==> config.mk <==
export PLATFORM = sky130hd
export DESIGN_NAME = mrb_dram_end_flat
export DESIGN_NICKNAME = d
export VERILOG_FILES = /design/src/design/mrb_pkg.sv /design/src/design/mrb_link_if.sv /design/src/design/mrb_dram_end.sv /design/src/flat_wrapper.sv
export SDC_FILE = /design/constraint.sdc
export NUM_CORES = 1
export LEC_CHECK = 0
export ABC_AREA = 1
export BUFFER_PORTS_ARGS = -buffer_cell sky130_fd_sc_hd__buf_2
export CORE_UTILIZATION = 40
export CTS_BUF_LIST = sky130_fd_sc_hd__clkbuf_2
export DETAILED_ROUTE_END_ITERATION = 8
export GPL_ROUTABILITY_DRIVEN = 0
export PLACE_DENSITY_LB_ADDON = 0.3
export SLEW_MARGIN = 0
export SYNTH_ARGS = -nofsm -noshare
export SYNTH_HDL_FRONTEND = slang
export SYNTH_SLANG_ARGS = --single-unit
==> constraint.sdc <==
create_clock -name CLOCK_I -period 2 [get_ports CLOCK_I]
set_input_delay 0.2 -clock CLOCK_I [delete_from_list [all_inputs] [get_ports CLOCK_I]]
set_output_delay 0.2 -clock CLOCK_I [all_outputs]
set_load 0.05 [all_outputs]
==> src/design/mrb_pkg.sv <==
/*
  shared constants and types for the mode register / read burst order pair.
  assumes one 250 MHz clock for both ends and a simplified command link.
*/
package mrb_pkg;
  // mode register addresses
  localparam logic [5:0] MA_STATUS   = 6'h00;
  localparam logic [5:0] MA_CONFIG   = 6'h01;
  localparam logic [5:0] MA_SETPOINT = 6'h0D;
  // status register fields
  localparam int         ST_REFRESH_BIT = 0;
  localparam int         ST_LATENCY_BIT = 1;
  localparam int         ST_SELFTEST_LO = 3;
  localparam logic       REFRESH_MODE   = 1'b0;
  localparam logic       LATENCY_NORMAL = 1'b0;
  // self-test codes
  localparam logic [1:0] ZQ_NOT_SUPP  = 2'h0;
  localparam logic [1:0] ZQ_GND_FLOAT = 2'h1;
  localparam logic [1:0] ZQ_SHORT_VDD = 2'h2;
  localparam logic [1:0] ZQ_OK        = 2'h3;
  // config register fields
  localparam int         CF_BL_LO   = 0;
  localparam int         CF_WRPRE   = 2;
  localparam int         CF_RDPRE   = 3;
  localparam int         CF_NWR_LO  = 4;
  localparam int         CF_READ_POSTAMBLE_LEN    = 7;
  localparam logic [1:0] BL_FIX16   = 2'h0;
  localparam logic [1:0] BL_FIX32   = 2'h1;
  localparam logic [1:0] BL_OTF     = 2'h2;
  localparam logic [7:0] CFG_RESET  = 8'h04;
  localparam logic [7:0] CFG_WO_MSK = 8'h70;
  // setpoint control fields
  localparam int         SP_WR_BIT  = 6;
  localparam int         SP_OP_BIT  = 7;
  // timing
  localparam int         CLK_PERIOD_PS  = 4000;
  localparam int         CAL_LATCH_WAIT_NS = 30;
  localparam int         CAL_LATCH_CYC  =
    (CAL_LATCH_WAIT_NS * 1000 + CLK_PERIOD_PS - 1) / CLK_PERIOD_PS;
  // controller register byte offsets
  localparam logic [3:0] AV_CMD    = 4'h0;
  localparam logic [3:0] AV_ADDR   = 4'h4;
  localparam logic [3:0] AV_WDATA  = 4'h8;
  localparam logic [3:0] AV_STATUS = 4'hC;
  localparam int         AV_OTF_BIT = 8;

  typedef enum logic [2:0] {
    OP_NONE, OP_MRW, OP_MRR, OP_ZQ_START, OP_ZQ_LATCH, OP_RD, OP_WR, OP_WR_AP
  } mrb_op_t;

  function automatic logic [5:0] mrb_nwr(input logic [2:0] code);
    case (code)
      3'h0:    mrb_nwr = 6'h06;
      3'h1:    mrb_nwr = 6'h0A;
      3'h2:    mrb_nwr = 6'h10;
      3'h3:    mrb_nwr = 6'h14;
      3'h4:    mrb_nwr = 6'h18;
      3'h5:    mrb_nwr = 6'h1E;
      3'h6:    mrb_nwr = 6'h22;
      default: mrb_nwr = 6'h28;
    endcase
  endfunction
endpackage

==> src/design/mrb_link_if.sv <==
/*
  command link between memory controller end and dram end.
  assumes both ends on the same clock; no tristate on this abstraction.
*/
`timescale 1ns/1ns
interface mrb_link_if;
  import mrb_pkg::*;
  logic       cmd_valid;
  mrb_op_t    cmd_op;
  logic [5:0] cmd_addr;
  logic [7:0] cmd_wdata;
  logic       cmd_bl32;
  logic       busy;
  logic       rvalid;
  logic [7:0] rdata;

  modport ctrl (output cmd_valid, cmd_op, cmd_addr, cmd_wdata, cmd_bl32,
                input  busy, rvalid, rdata);
  modport dram (input  cmd_valid, cmd_op, cmd_addr, cmd_wdata, cmd_bl32,
                output busy, rvalid, rdata);
endinterface

==> src/design/mrb_dram_end.sv <==
/*
  dram end: status and config mode registers, setpoint copies, impedance
  self-test, write recovery count and read burst address order.
  assumes impedance pin sense inputs are asynchronous and commands arrive
  only while busy is low.
*/
// Implementation choice: the command link port (mrb_link_if.dram).
`timescale 1ns/1ns
////////////////////////////////////////////////////////////////////////////////
module mrb_dram_end (
  // clock and reset
  input  wire logic       CLOCK_I,
  input  wire logic       RST_B_I,
  // command link
  mrb_link_if.dram        LINK,
  // impedance pin sense
  input  wire logic       ZQ_PIN_GND_I,
  input  wire logic       ZQ_PIN_VDD_I,
  // operating settings
  output logic            BL32_SEL_O,
  output logic            WR_PRE_2CK_O,
  output logic            RD_PRE_TOGGLE_O,
  output logic            RD_PST_LONG_O,
  output logic            FACTORY_TRIM_O,
  // read burst word order and precharge
  output logic            WORD_VALID_O,
  output logic [4:0]      WORD_ADDR_O,
  output logic            PRECHARGE_O
);
  import mrb_pkg::*;

  typedef struct packed {
    logic [1:0]      sync1;
    logic [1:0]      sync2;
    logic            setpoint_write_select;
    logic            setpoint_operate_select;
    logic [1:0][7:0] cfg;
    logic            zq_started;
    logic            lat_run;
    logic [4:0]      lat_cnt;
    logic [1:0]      selftest;
    logic            trim;
    logic            rd_run;
    logic [4:0]      k;
    logic            rd_bl32;
    logic [4:2]      col;
    logic            wr_run;
    logic [5:0]      wr_cnt;
    logic [7:0]      rdata;
    logic            rvalid;
    logic            wvalid;
    logic [4:0]      waddr;
    logic            prech;
  } mrb_dram_st_t;

  mrb_dram_st_t s_q, s_d;
  logic [7:0]   act_cfg;
  logic [7:0]   sel_cfg;
  logic         otf_bl32;

  assign act_cfg = s_q.cfg[s_q.setpoint_operate_select];
  assign sel_cfg = s_q.cfg[s_q.setpoint_write_select];

  // burst length decode, reserved code behaves as 16
  always_comb begin
    case (act_cfg[CF_BL_LO +: 2])
      BL_FIX32: otf_bl32 = 1'b1;
      BL_OTF:   otf_bl32 = LINK.cmd_bl32;
      default:  otf_bl32 = 1'b0;
    endcase
  end

  //////////////////////////////////////////////////////////////////////////////
  always_comb begin
    s_d        = s_q;
    s_d.sync1  = {ZQ_PIN_VDD_I, ZQ_PIN_GND_I};
    s_d.sync2  = s_q.sync1;
    s_d.rvalid = 1'b0;
    s_d.prech  = 1'b0;
    s_d.wvalid = 1'b0;
    if (LINK.cmd_valid) begin
      case (LINK.cmd_op)
        OP_MRW: begin
          if (LINK.cmd_addr == MA_CONFIG) begin
            s_d.cfg[s_q.setpoint_write_select] = LINK.cmd_wdata;
          end else if (LINK.cmd_addr == MA_SETPOINT) begin
            s_d.setpoint_write_select = LINK.cmd_wdata[SP_WR_BIT];
            s_d.setpoint_operate_select = LINK.cmd_wdata[SP_OP_BIT];
          end
        end
        OP_MRR: begin
          s_d.rvalid = 1'b1;
          case (LINK.cmd_addr)
            MA_STATUS: begin
              s_d.rdata                       = 8'h00;
              s_d.rdata[ST_REFRESH_BIT]       = REFRESH_MODE;
              s_d.rdata[ST_LATENCY_BIT]       = LATENCY_NORMAL;
              s_d.rdata[ST_SELFTEST_LO +: 2]  = s_q.selftest;
            end
            MA_CONFIG:   s_d.rdata = sel_cfg & ~CFG_WO_MSK;
            MA_SETPOINT: begin
              s_d.rdata            = 8'h00;
              s_d.rdata[SP_WR_BIT] = s_q.setpoint_write_select;
              s_d.rdata[SP_OP_BIT] = s_q.setpoint_operate_select;
            end
            default:     s_d.rdata = 8'h00;
          endcase
        end
        OP_ZQ_START: begin
          if (!s_q.trim) begin
            s_d.zq_started = 1'b1;
          end
        end
        OP_ZQ_LATCH: begin
          if (!s_q.trim && s_q.zq_started) begin
            s_d.lat_run = 1'b1;
            s_d.lat_cnt = 5'(CAL_LATCH_CYC - 1);
          end
        end
        OP_RD: begin
          s_d.rd_run  = 1'b1;
          s_d.k       = 5'h00;
          s_d.rd_bl32 = otf_bl32;
          s_d.col     = LINK.cmd_addr[4:2];
        end
        OP_WR_AP: begin
          s_d.wr_run = 1'b1;
          s_d.wr_cnt = mrb_nwr(act_cfg[CF_NWR_LO +: 3]) - 6'h01;
        end
        default: ;
      endcase
    end
    if (s_q.lat_run) begin
      if (s_q.lat_cnt == 5'h00) begin
        s_d.lat_run    = 1'b0;
        s_d.zq_started = 1'b0;
        if (s_q.sync2[0]) begin
          s_d.selftest = ZQ_GND_FLOAT;
        end else if (s_q.sync2[1]) begin
          s_d.selftest = ZQ_SHORT_VDD;
        end else begin
          s_d.selftest = ZQ_OK;
        end
        s_d.trim = s_q.sync2[0] | s_q.sync2[1];
      end else begin
        s_d.lat_cnt = s_q.lat_cnt - 5'h01;
      end
    end
    if (s_q.rd_run) begin
      s_d.wvalid = 1'b1;
      s_d.waddr[3:0] = {s_q.col[3:2], 2'b00} + s_q.k[3:0];
      s_d.waddr[4]   = s_q.rd_bl32 & (s_q.col[4] ^ s_q.k[4]);
      s_d.k          = s_q.k + 5'h01;
      if (s_q.k == {s_q.rd_bl32, 4'hF}) begin
        s_d.rd_run = 1'b0;
      end
    end
    if (s_q.wr_run) begin
      if (s_q.wr_cnt == 6'h00) begin
        s_d.wr_run = 1'b0;
        s_d.prech  = 1'b1;
      end else begin
        s_d.wr_cnt = s_q.wr_cnt - 6'h01;
      end
    end
  end

  always_ff @(posedge CLOCK_I or negedge RST_B_I) begin
    if (!RST_B_I) begin
      s_q          <= '0;
      s_q.cfg[0]   <= CFG_RESET;
      s_q.cfg[1]   <= CFG_RESET;
      s_q.selftest <= ZQ_NOT_SUPP;
    end else begin
      s_q <= s_d;
    end
  end

  //////////////////////////////////////////////////////////////////////////////
  assign LINK.busy       = s_q.rd_run | s_q.wr_run | s_q.lat_run;
  assign LINK.rvalid     = s_q.rvalid;
  assign LINK.rdata      = s_q.rdata;
  assign BL32_SEL_O      = act_cfg[CF_BL_LO];
  assign WR_PRE_2CK_O    = act_cfg[CF_WRPRE];
  assign RD_PRE_TOGGLE_O = act_cfg[CF_RDPRE];
  assign RD_PST_LONG_O   = act_cfg[CF_READ_POSTAMBLE_LEN];
  assign FACTORY_TRIM_O  = s_q.trim;
  assign WORD_VALID_O    = s_q.wvalid;
  assign WORD_ADDR_O     = s_q.waddr;
  assign PRECHARGE_O     = s_q.prech;
endmodule

==> src/flat_wrapper.sv <==
// flat-port wrapper written by rule: the top's interface ports become plain ports
module mrb_dram_end_flat import mrb_pkg::*;
  (CLOCK_I, RST_B_I, ZQ_PIN_GND_I, ZQ_PIN_VDD_I, BL32_SEL_O, WR_PRE_2CK_O, RD_PRE_TOGGLE_O, RD_PST_LONG_O, FACTORY_TRIM_O, WORD_VALID_O, WORD_ADDR_O, PRECHARGE_O, LINK_cmd_valid, LINK_cmd_op, LINK_cmd_addr, LINK_cmd_wdata, LINK_cmd_bl32, LINK_busy, LINK_rvalid, LINK_rdata);
  mrb_link_if LINK_i ();
  input  wire logic CLOCK_I;
  input  wire logic RST_B_I;
  input  wire logic ZQ_PIN_GND_I;
  input  wire logic ZQ_PIN_VDD_I;
  output logic BL32_SEL_O;
  output logic WR_PRE_2CK_O;
  output logic RD_PRE_TOGGLE_O;
  output logic RD_PST_LONG_O;
  output logic FACTORY_TRIM_O;
  output logic WORD_VALID_O;
  output logic [4:0] WORD_ADDR_O;
  output logic PRECHARGE_O;
  input wire logic [$bits(LINK_i.cmd_valid)-1:0] LINK_cmd_valid;
  input wire logic [$bits(LINK_i.cmd_op)-1:0] LINK_cmd_op;
  input wire logic [$bits(LINK_i.cmd_addr)-1:0] LINK_cmd_addr;
  input wire logic [$bits(LINK_i.cmd_wdata)-1:0] LINK_cmd_wdata;
  input wire logic [$bits(LINK_i.cmd_bl32)-1:0] LINK_cmd_bl32;
  output wire logic [$bits(LINK_i.busy)-1:0] LINK_busy;
  output wire logic [$bits(LINK_i.rvalid)-1:0] LINK_rvalid;
  output wire logic [$bits(LINK_i.rdata)-1:0] LINK_rdata;
  assign LINK_i.cmd_valid = LINK_cmd_valid;
  assign LINK_i.cmd_op = LINK_cmd_op;
  assign LINK_i.cmd_addr = LINK_cmd_addr;
  assign LINK_i.cmd_wdata = LINK_cmd_wdata;
  assign LINK_i.cmd_bl32 = LINK_cmd_bl32;
  assign LINK_busy = LINK_i.busy;
  assign LINK_rvalid = LINK_i.rvalid;
  assign LINK_rdata = LINK_i.rdata;
  mrb_dram_end u_core (.CLOCK_I(CLOCK_I), .RST_B_I(RST_B_I), .LINK(LINK_i), .ZQ_PIN_GND_I(ZQ_PIN_GND_I), .ZQ_PIN_VDD_I(ZQ_PIN_VDD_I), .BL32_SEL_O(BL32_SEL_O), .WR_PRE_2CK_O(WR_PRE_2CK_O), .RD_PRE_TOGGLE_O(RD_PRE_TOGGLE_O), .RD_PST_LONG_O(RD_PST_LONG_O), .FACTORY_TRIM_O(FACTORY_TRIM_O), .WORD_VALID_O(WORD_VALID_O), .WORD_ADDR_O(WORD_ADDR_O), .PRECHARGE_O(PRECHARGE_O));
endmodule
# == Word level (Yosys, flattened, before mapping) ==
# Index checks and enable logic that the tools add are counted.
# totals
reg_bits,65
out_inout_bits,22
# op_classes
n_addsub,5
n_lt_le_gt_ge,3
eq_ne,17
n_mux,35
n_bitwise,6
reduce_logical,15
# op_table
cell,n
$mux 6,7
$pmux 6 s7,1
$mux 8,5
$mux 26,1
$pmux 8 s3,1
$mux 7,3
$mux 10,2
$eq 3x3->1 const B,6
$bwmux 16,1
$eq 3x2->1 const B,4
$logic_not 6->1,2
$sub 6x1->6 const B,2
$mux 9,1
$demux 8 s1,1
$reduce_and 2->1,4
$mux 1,7
$eq 3x1->1 const B,2
$eq 6x1->1 const B,1
$eq 6x4->1 const B,1
$add 5x1->5 const B,1
$eq 5x5->1,1
$logic_not 5->1,1
$mux 5,1
$sub 5x1->5 const B,1
other kinds (18),24

# == Depth between registers and ports, before layout ==
# Gate-level depths: netlist of the first run.
# logic_depth
depth_word,11
mapped_depth,14
mapped_depth_nobuf,14

# == Worst setup path after synthesis of the first run ==
# No wires, ideal clock.
# synth_timing
path_kind,flip-flop to output port
from,register u_core.s_q[59] (netlist name)
to,output port RD_PRE_TOGGLE_O
t_arrival_ns,1.737
slack_ns,0.063
path_stages_with_launch,3
n_path_buf,1
path_cell_list,dfrtp_1 -> clkbuf_1 -> o21ai_0
# synth_between
elab_chain_cells,2
# synth_rtl
item,line,rtl
"start, declared",mrb_dram_end.sv:56,"mrb_dram_st_t s_q, s_d;"
$mux 8 (implied by the code) (2 in series),mrb_dram_end.sv:61,assign act_cfg = s_q.cfg[s_q.setpoint_operate_select];
"end, declared",flat_wrapper.sv:11,output logic RD_PRE_TOGGLE_O;
# Every way passes these cells. The select of a mux whose other input is x is not followed.

==> results of run 1 <==
## worst paths after layout
path,slack [ns],startpoint,cells past startpoint,end
max reg2reg,0.16,u_core.s_q[59],13,u_core.s_q[21]
max,0.16,u_core.s_q[59],13,u_core.s_q[21]
max in group asynchronous,1.41,RST_B_I,3,u_core.s_q[45]
min reg2reg,0.37,u_core.s_d[61],0,u_core.s_q[61]
min in group asynchronous,0.23,RST_B_I,3,u_core.s_q[29]
min,0.06,LINK_cmd_bl32,3,u_core.s_q[26]
## flip-flops by register name, indices dropped and copies added, names as in the netlist
name / flops
u_core.WORD_VALID_O: 1
u_core.LINK.rvalid: 1
u_core.PRECHARGE_O: 1
u_core.s_q: 46
u_core.LINK.rdata: 7
u_core.s_d: 2
u_core.FACTORY_TRIM_O: 1
u_core.WORD_ADDR_O: 5
## cell type report
type | count | area [um2]
tap | 102 | 128
clock buffer | 9 | 45.0
multi-input combinational | 248 | 1330
inverter | 57 | 218
fill | 751 | 3940
sequential | 64 | 1610
timing repair buffer | 65 | 430
clock inverter | 7 | 110
## stage by stage
step	hold slack, ns	utilization (%)	instance area (um2)
detailed placement	0.243	45.0	3510
global placement	0.241	45.0	3510
global route	0.0125	49.5	3870
CTS	0.000977	48.9	3820
finish	0.0578	49.5	3870
floorplan	-0.0956	-	3270
## metal layers
| metal | global-route usage [%] | up-vias | share of wire (%) |
|---|---|---|---|
| li1 | - | 1339 | - |
| met1 | 21.9 | 1243 | 45 |
| met2 | 29.4 | 41 | 51 |
| met3 | 5.25 | 2 | 3.8 |
| met4 | 5.21 | 0 | 0.55 |
| met5 | 0 | - | 0 |
## where the power goes
group	internal (uW)	switching (uW)	total, uW
clock	530	465	995
combinational	418	734	1150
sequential	1520	186	1710
total	2470	1380	3860
## kinds of logic after synthesis
kind of cell / share of synthesized area [%]
AOI/OAI and AO/OA: 13.2
xor gates and xnor gates: 1.60
adders and majority gates: 2.67
buffers and inverters: 10.6
DFF: 49.0
muxes: 0.306
other: 0.115
and+or+nand+nor: 22.5
## critical path: cells and delay by family, from the launching register on
family / cells / cell delay [ns]
DFF: 1 / 0.47
AOI/OAI and AO/OA: 2 / 0.35
buffers and inverters: 3 / 0.22
adders and majority gates: 1 / 0.22
and+or+nand+nor: 7 / 0.51
## placed cells by master, fill, tap and decap left out, drive strengths merged
cell         synthesis  final
nand4                6      6
dfstp                2      2
o21a                 1      1
o211ai               1      1
xnor2                1      1
ha                   7      7
a21oi                5      5
o21ai               51     51
inv                 57     56
bufinv               0      3
dfrtp               62     62
buf                 16     50
o22ai                1      1
xor2                 5      5
a21boi               2      2
conb                 1      1
clkinvlp             0      1
clkinv               0      4
nand3               21     21
a32o                 1      1
nor2                25     25
clkbuf               2      9
a22oi                2      2
mux2i                1      1
or2                  1      1
o31ai                4      4
nand2              112    112
dlygate4sd3          0     15
## timing repair
| action | 4_1_cts | 5_1_grt |
|---|---|---|
| hold buffers | 15 | 0 |
| gates resized for setup | 0 | 8 |
| hold endpoints to repair | 86 | 0 |
| setup endpoints to repair | 0 | 3 |
| setup buffers | 0 | 5 |
==> reports/qor.txt, run 1 <==
CTS tree -> done
initial antenna violation count -> 0
top cell type's share of synthesized area -> 47.4%
Worst setup SP type -> register
Peak Freq -> 544 MHz
top_reg_cell synth -> dfrtp_1
area grow syn2layout -> 18.1%
cell with the most instances after synthesis -> nand2_1
endpoints failing setup -> 0
vias in the first global route -> 2595
die area -> 8550 um2
final hold vios -> 0
endpoint type of the worst setup path -> register
asr flop ratio synth -> 100%
starting density of the core -> 41.9%
CP cell instances -> inv_2 -> nand2_1 -> nand2_1 -> inv_2 -> nand2_1 -> nand2_1 -> a21boi_2 -> ha_2 -> inv_1 -> o211ai_1 -> nand3_1 -> nand2_1 -> nand2_1
Tcrit/Tclk final -> 92.0%
Worst IR Drop VDD -> 0.000403 V
Final #Nets -> 475
Final Slew Violations -> 0
port buffer count -> 43
Post-DRT Antenna Nets -> 0
fin cells -> 552
number of synthesized flops with an enable pin -> 0
Vias/cell -> 4.76
RSZ-0062 raised after global routing -> yes
GR Overflow Total -> 0
Root Buffer -> clkbuf_2
mapped cell area -> 3270 um2
#FFs+latches synth -> 64
Warnings, synthesis -> 0
WL/cell -> 12.1 um
minimum clock period -> 1.84 ns
Core Box Area -> 7810 um2
DP Worst Slack -> 0.0936 ns
clk buf depth -> 2
drt initial violations -> 113
Power per Cell Area -> 997 nW/um2
first-pass GRT wire length -> 11.7 mm
max incr delay on CP -> 0.47 ns
Synth cell types -> 35
post-synthesis sequential area ratio -> 49.0%
Synthesized Nets -> 417
Mean Syn Cell Area -> 8.46 um2
DRT Pass-1 Iters -> 4
# H-tree levels -> 3
Die H -> 92.5 um
Synth area leader -> dfrtp_1
Worst-path clk slew -> 0.18 ns
commonest cells in the synthesized netlist -> 108 x nand2_1, 62 x dfrtp_1, 53 x inv_1
final setup margin -> 0.161 ns
largest net degree at the start of global routing -> 65
Tot Pwr -> 3860 uW
Die W -> 92.5 um
Cells after Synth -> 387
Req. time, crit path -> 2.39 ns
Total GRT Usage -> 17.6%
top cells by area, synth -> dfrtp_1 47%, nand2_1 12%, inv_1 6.1%, o21ai_0 5.3%, o21ai_2 4.3%
latest clock arrival within the worst-skew pair -> 0.47 ns
Sum Neg Setup Slack -> 0 ns
Crit-path slowest cell -> dfrtp_2
# diodes -> 0
Cell Count Post-Placement -> 516
layout cells sized above 1 -> 23.1%
routed vias -> 2625
number of max-cap violations -> 0
Rows -> 32
Worst Clk Skew -> 0.0232 ns
static leakage -> 0.00198 uW
I/O pin count -> 45
status -> completed
DRT Wirelength -> 6.69 mm
Hold WC Path Type -> primary input to register
crit-path max FO -> 7
Sink Count -> 64
WS Path Type -> register to register
CTS Buf Count -> 9
drt drc -> 0
arrival time of the worst setup path -> 2.23 ns
cell mode on critical path -> nand2_1
dpl hpwl -> 4.81 mm
No activity file was read; power rests on OpenSTA's default activity.
==> inputs of run 2 (changes only) <==
Settings changed: CAP_MARGIN from default to 20, MAX_ROUTING_LAYER from default to met4.
==> reports/qor.txt, run 2 (same netlist as run 1, synthesis figures left out) <==
status -> completed
Worst Clk Skew -> 0.0230 ns
met3 routed WL -> 264 um
Root Buffer -> clkbuf_2
WL/cell -> 12.1 um
most common cell after layout, fill and taps aside -> nand2_1
most frequent cells in the layout -> 108 x nand2_1, 60 x dfrtp_1, 51 x inv_1
CP cell instances -> inv_2 -> nand2_1 -> nand2_1 -> inv_2 -> nand2_1 -> nand2_1 -> a21boi_2 -> ha_2 -> inv_1 -> o211ai_1 -> nand3_1 -> nand2_1 -> nand2_1
DP Worst Slack -> 0.0936 ns
max incr delay on CP -> 0.47 ns
Vias/cell -> 4.78
port buffer count -> 43
Die W -> 92.5 um
design area -> 3870 um2
Crit-path slowest cell -> dfrtp_2
Hold WC Path Type -> primary input to register
largest net degree at the start of global routing -> 65
Die H -> 92.5 um
Final #Nets -> 475
routed vias -> 2636
CTS Buf Count -> 9
drt initial violations -> 126
DRT Wirelength -> 6.70 mm
initial antenna violation count -> 0
DR WL met2 -> 3.35 mm
Req. time, crit path -> 2.39 ns
first-pass GRT wire length -> 11.7 mm
endpoint type of the worst setup path -> register
crit-path max FO -> 7
Worst setup SP type -> register
Worst IR Drop VDD -> 0.000402 V
minimum clock period -> 1.84 ns
RSZ-0062 raised after global routing -> yes
placed inst area -> 3510 um2
static leakage -> 0.00198 uW
layout cells sized above 1 -> 23.1%
fin cells -> 552
starting density of the core -> 41.9%
Rows -> 32
vias in the first global route -> 2599
routed length on met1 -> 3.05 mm
clk buf depth -> 2
cell mode on critical path -> nand2_1
Top Layer Used -> met4
Tcrit/Tclk final -> 92.2%
Final Slew Violations -> 0
Cell Count Post-Placement -> 516
DRT Pass-1 Iters -> 4
Worst-path clk slew -> 0.18 ns
Total GRT Usage -> 18.1%
WS Path Type -> register to register
drt drc -> 0
Biggest register -> u_core.s_q
Power per Cell Area -> 997 nW/um2
number of max-cap violations -> 0
# H-tree levels -> 3
Core Box Area -> 7810 um2
max FFs per register -> 46
die area -> 8550 um2
final hold vios -> 0
Sink Count -> 64
endpoints failing setup -> 0
Post-DRT Antenna Nets -> 0
GR Overflow Total -> 0
CTS tree -> done
area grow syn2layout -> 18.1%
final setup margin -> 0.156 ns
arrival time of the worst setup path -> 2.23 ns
dpl hpwl -> 4.81 mm
Peak Freq -> 542 MHz
# diodes -> 0
latest clock arrival within the worst-skew pair -> 0.46 ns
I/O pin count -> 45
-- run 2: stage by stage --
step	power, uW	TNS, ns	utilization (%)	hold slack (ns)
2_1_floorplan	2590	0	-	-0.0956
3_3_place_gp	2770	0	45.0	0.241
3_5_place_dp	2810	0	45.0	0.243
4_1_cts	3840	0	48.9	0.000977
5_1_grt	4150	-0.0217	49.5	0.0125
6_report	3860	0	49.5	0.0562
-- run 2: path summary, 6_finish.rpt --
kind	start	end	slack, ns	cells past startpoint
max	u_core.s_q[59]	u_core.s_q[21]	0.16	13
min	LINK_cmd_bl32	u_core.s_q[26]	0.06	3
max reg2reg	u_core.s_q[59]	u_core.s_q[21]	0.16	13
min reg2reg	u_core.s_d[61]	u_core.s_q[61]	0.38	0
max in group asynchronous	RST_B_I	u_core.s_q[53]	1.42	3
min in group asynchronous	RST_B_I	u_core.s_q[29]	0.24	3
-- run 2: worst max-delay path: cells and delay by family (launching register included) --
family	cells	cell delay [ns]
buffers and inverters	3	0.22
AND/OR/NAND/NOR	7	0.51
flip-flops	1	0.47
AO/OA/AOI/OAI	2	0.35
adder cells (fa/ha/maj)	1	0.22
-- run 2: layer usage --
layer	up-vias	global-route usage, %
met5	-	-
met4	0	5.21
met3	2	5.25
met2	45	29.3
met1	1252	22.0
li1	1337	-
-- run 2: power by group --
| group | switching (uW) | internal (uW) | leakage, uW |
|---|---|---|---|
| registers | 187 | 1520 | 0.000819 |
| clock network | 465 | 530 | 0.0000886 |
| logic | 733 | 418 | 0.00108 |
| total | 1380 | 2470 | 0.00198 |
-- run 2: cell type report --
type,count,area [um2]
fill,751,3940
sequential,64,1610
multi-input combinational,248,1330
timing repair buffer,65,430
inverter,57,218
tap,102,128
clock inverter,7,110
clock buffer,9,45.0
-- run 2: timing repair --
| action | in CTS | in global routing |
|---|---|---|
| resized for setup | 0 | 8 |
| endpoints found under the hold margin | 86 | 0 |
| setup buffers | 0 | 5 |
| setup endpoints to repair | 0 | 3 |
| hold buffers | 15 | 0 |
==> inputs of run 3 (changes only) <==
Settings changed: CTS_BUF_LIST sky130_fd_sc_hd__clkbuf_2 to sky130_fd_sc_hd__clkbuf_8.
==> reports/qor.txt, run 3 (same netlist as run 1, synthesis figures left out) <==
largest net degree at the start of global routing -> 65
status -> completed
dpl hpwl -> 4.81 mm
post-CTS setup buffers -> 0
endpoints failing setup -> 0
DRT Pass-1 Iters -> 4
routed vias -> 2571
final hold vios -> 0
Final Slew Violations -> 0
DRT Wirelength -> 6.62 mm
Tcrit/Tclk final -> 92.3%
WL/cell -> 12.4 um
Biggest register -> u_core.s_q
minimum clock period -> 1.85 ns
drt drc -> 0
vias in the first global route -> 2544
most frequent cells in the layout -> 108 x nand2_1, 61 x dfrtp_1, 52 x inv_1
layout cells sized above 1 -> 23.3%
crit-path max FO -> 7
met1 Use GR -> 22.0%
Net Sw Frac -> 33.4%
met3 global-route usage -> 5.67%
Peak Freq -> 542 MHz
drt initial violations -> 192
Root Buffer -> clkbuf_8
I/O pin count -> 45
# diodes -> 0
Cell Count Post-Placement -> 516
final hold slack -> 0.100 ns
starting density of the core -> 41.9%
Total GRT Usage -> 17.8%
Worst Clk Skew -> 0.00867 ns
initial antenna violation count -> 0
Int Pwr -> 2820 uW
area grow syn2layout -> 16.6%
clock share of power -> 34.0%
sequential power share -> 40.4%
hold path depth -> 3
Core Box Area -> 7810 um2
Worst IR Drop VDD -> 0.000456 V
CTS tree -> done
port buffer count -> 43
GR Overflow Total -> 0
latest clock arrival within the worst-skew pair -> 0.34 ns
first-pass GRT wire length -> 11.5 mm
Final #Nets -> 458
# H-tree levels -> 3
Die H -> 92.5 um
Rows -> 32
r2r worst-path depth -> 13
clk buf depth -> 2
GR Util met2 -> 27.9%
Power per Cell Area -> 1110 nW/um2
Psw -> 1410 uW
reg2reg setup slack -> 0.15 ns
Post-DRT Antenna Nets -> 0
Hold WC Path Type -> primary input to register
Die W -> 92.5 um
Vias/cell -> 4.81
endpoint type of the worst setup path -> register
Worst-path clk slew -> 0.07 ns
WS Path Type -> register to register
fin cells -> 535
Worst setup SP type -> register
grt peak-use layer -> met2
Gate power share -> 25.6%
arrival time of the worst setup path -> 2.08 ns
static leakage -> 0.00196 uW
CTS Buf Count -> 9
Sink Count -> 64
number of max-cap violations -> 0
most common cell after layout, fill and taps aside -> nand2_1
max FFs per register -> 46
die area -> 8550 um2
Req. time, crit path -> 2.23 ns
run 3: cell count changes in the layout (fill, tap and decap cells not counted), sizes merged:
| cell | change |
|---|---|
| inv | +1 |
| clkinv | -3 |
| buf | -5 |
| clkinvlp | -1 |
| clkbuf | +3 |
| dlygate4sd3 | -12 |
run 3: worst max-delay path, stage by stage (launching register included):
cell and delay, ns:
dfrtp_2 0.44, inv_2 0.10, nand2_1 0.05, nand2_1 0.10, inv_2 0.06, nand2_1 0.08
nand2_1 0.09, a21boi_2 0.18, ha_2 0.22, inv_1 0.06, o211ai_1 0.17, nand3_1 0.08
nand2_1 0.07, nand2_1 0.04
run 3: worst paths after layout:
check                            startpoint              to
max                          u_core.s_q[59]  u_core.s_q[21]
min                        LINK_cmd_addr[4]  u_core.s_q[25]
max reg2reg                  u_core.s_q[59]  u_core.s_q[21]
min reg2reg                  u_core.s_d[61]  u_core.s_q[61]
max in group asynchronous           RST_B_I  u_core.s_q[53]
min in group asynchronous           RST_B_I  u_core.s_q[29]
run 3: layout make-up:
type,instances,area [um2]
inverter,57,214
fill,756,3990
multi-input combinational,248,1330
tap,102,128
sequential,64,1610
clock buffer,12,165
timing repair buffer,48,273
clock inverter,4,98.8
run 3: what timing repair did:
item	4_1_cts	5_1_grt
hold buffers	3	0
endpoints found under the hold margin	64	0
resized for setup	0	6
endpoints found under the setup margin	0	1
run 3: per-stage QoR:
step	utilization (%)	instance area [um2]	setup slack [ns]	power (uW)	TNS [ns]
after global routing	48.9	3820	-0.00188	4510	-0.00188
after CTS	48.8	3810	0.0882	4260	0
after detailed placement	45.0	3510	0.0936	2810	0
final	48.9	3820	0.155	4230	0
after floorplan	-	3270	0.0632	2590	0
after global placement	45.0	3510	0.203	2770	0
run 3: power by group through the flow:
stage	clock [uW]	combinational, uW	sequential (uW)
2_1_floorplan	0	866	1720
6_report	1440	1080	1710
3_3_place_gp	0	1040	1720
3_5_place_dp	0	1070	1730
4_1_cts	1470	1090	1710
5_1_grt	1520	1240	1740
run 3: per-layer routing:
| layer | vias up | wire length [um] | part of all wire [%] |
|---|---|---|---|
| met4 | 0 | 110 | 1.7 |
| met3 | 9 | 252 | 3.8 |
| met5 | - | 0 | 0 |
| met2 | 51 | 3150 | 48 |
| met1 | 1210 | 3110 | 47 |
| li1 | 1301 | - | - |
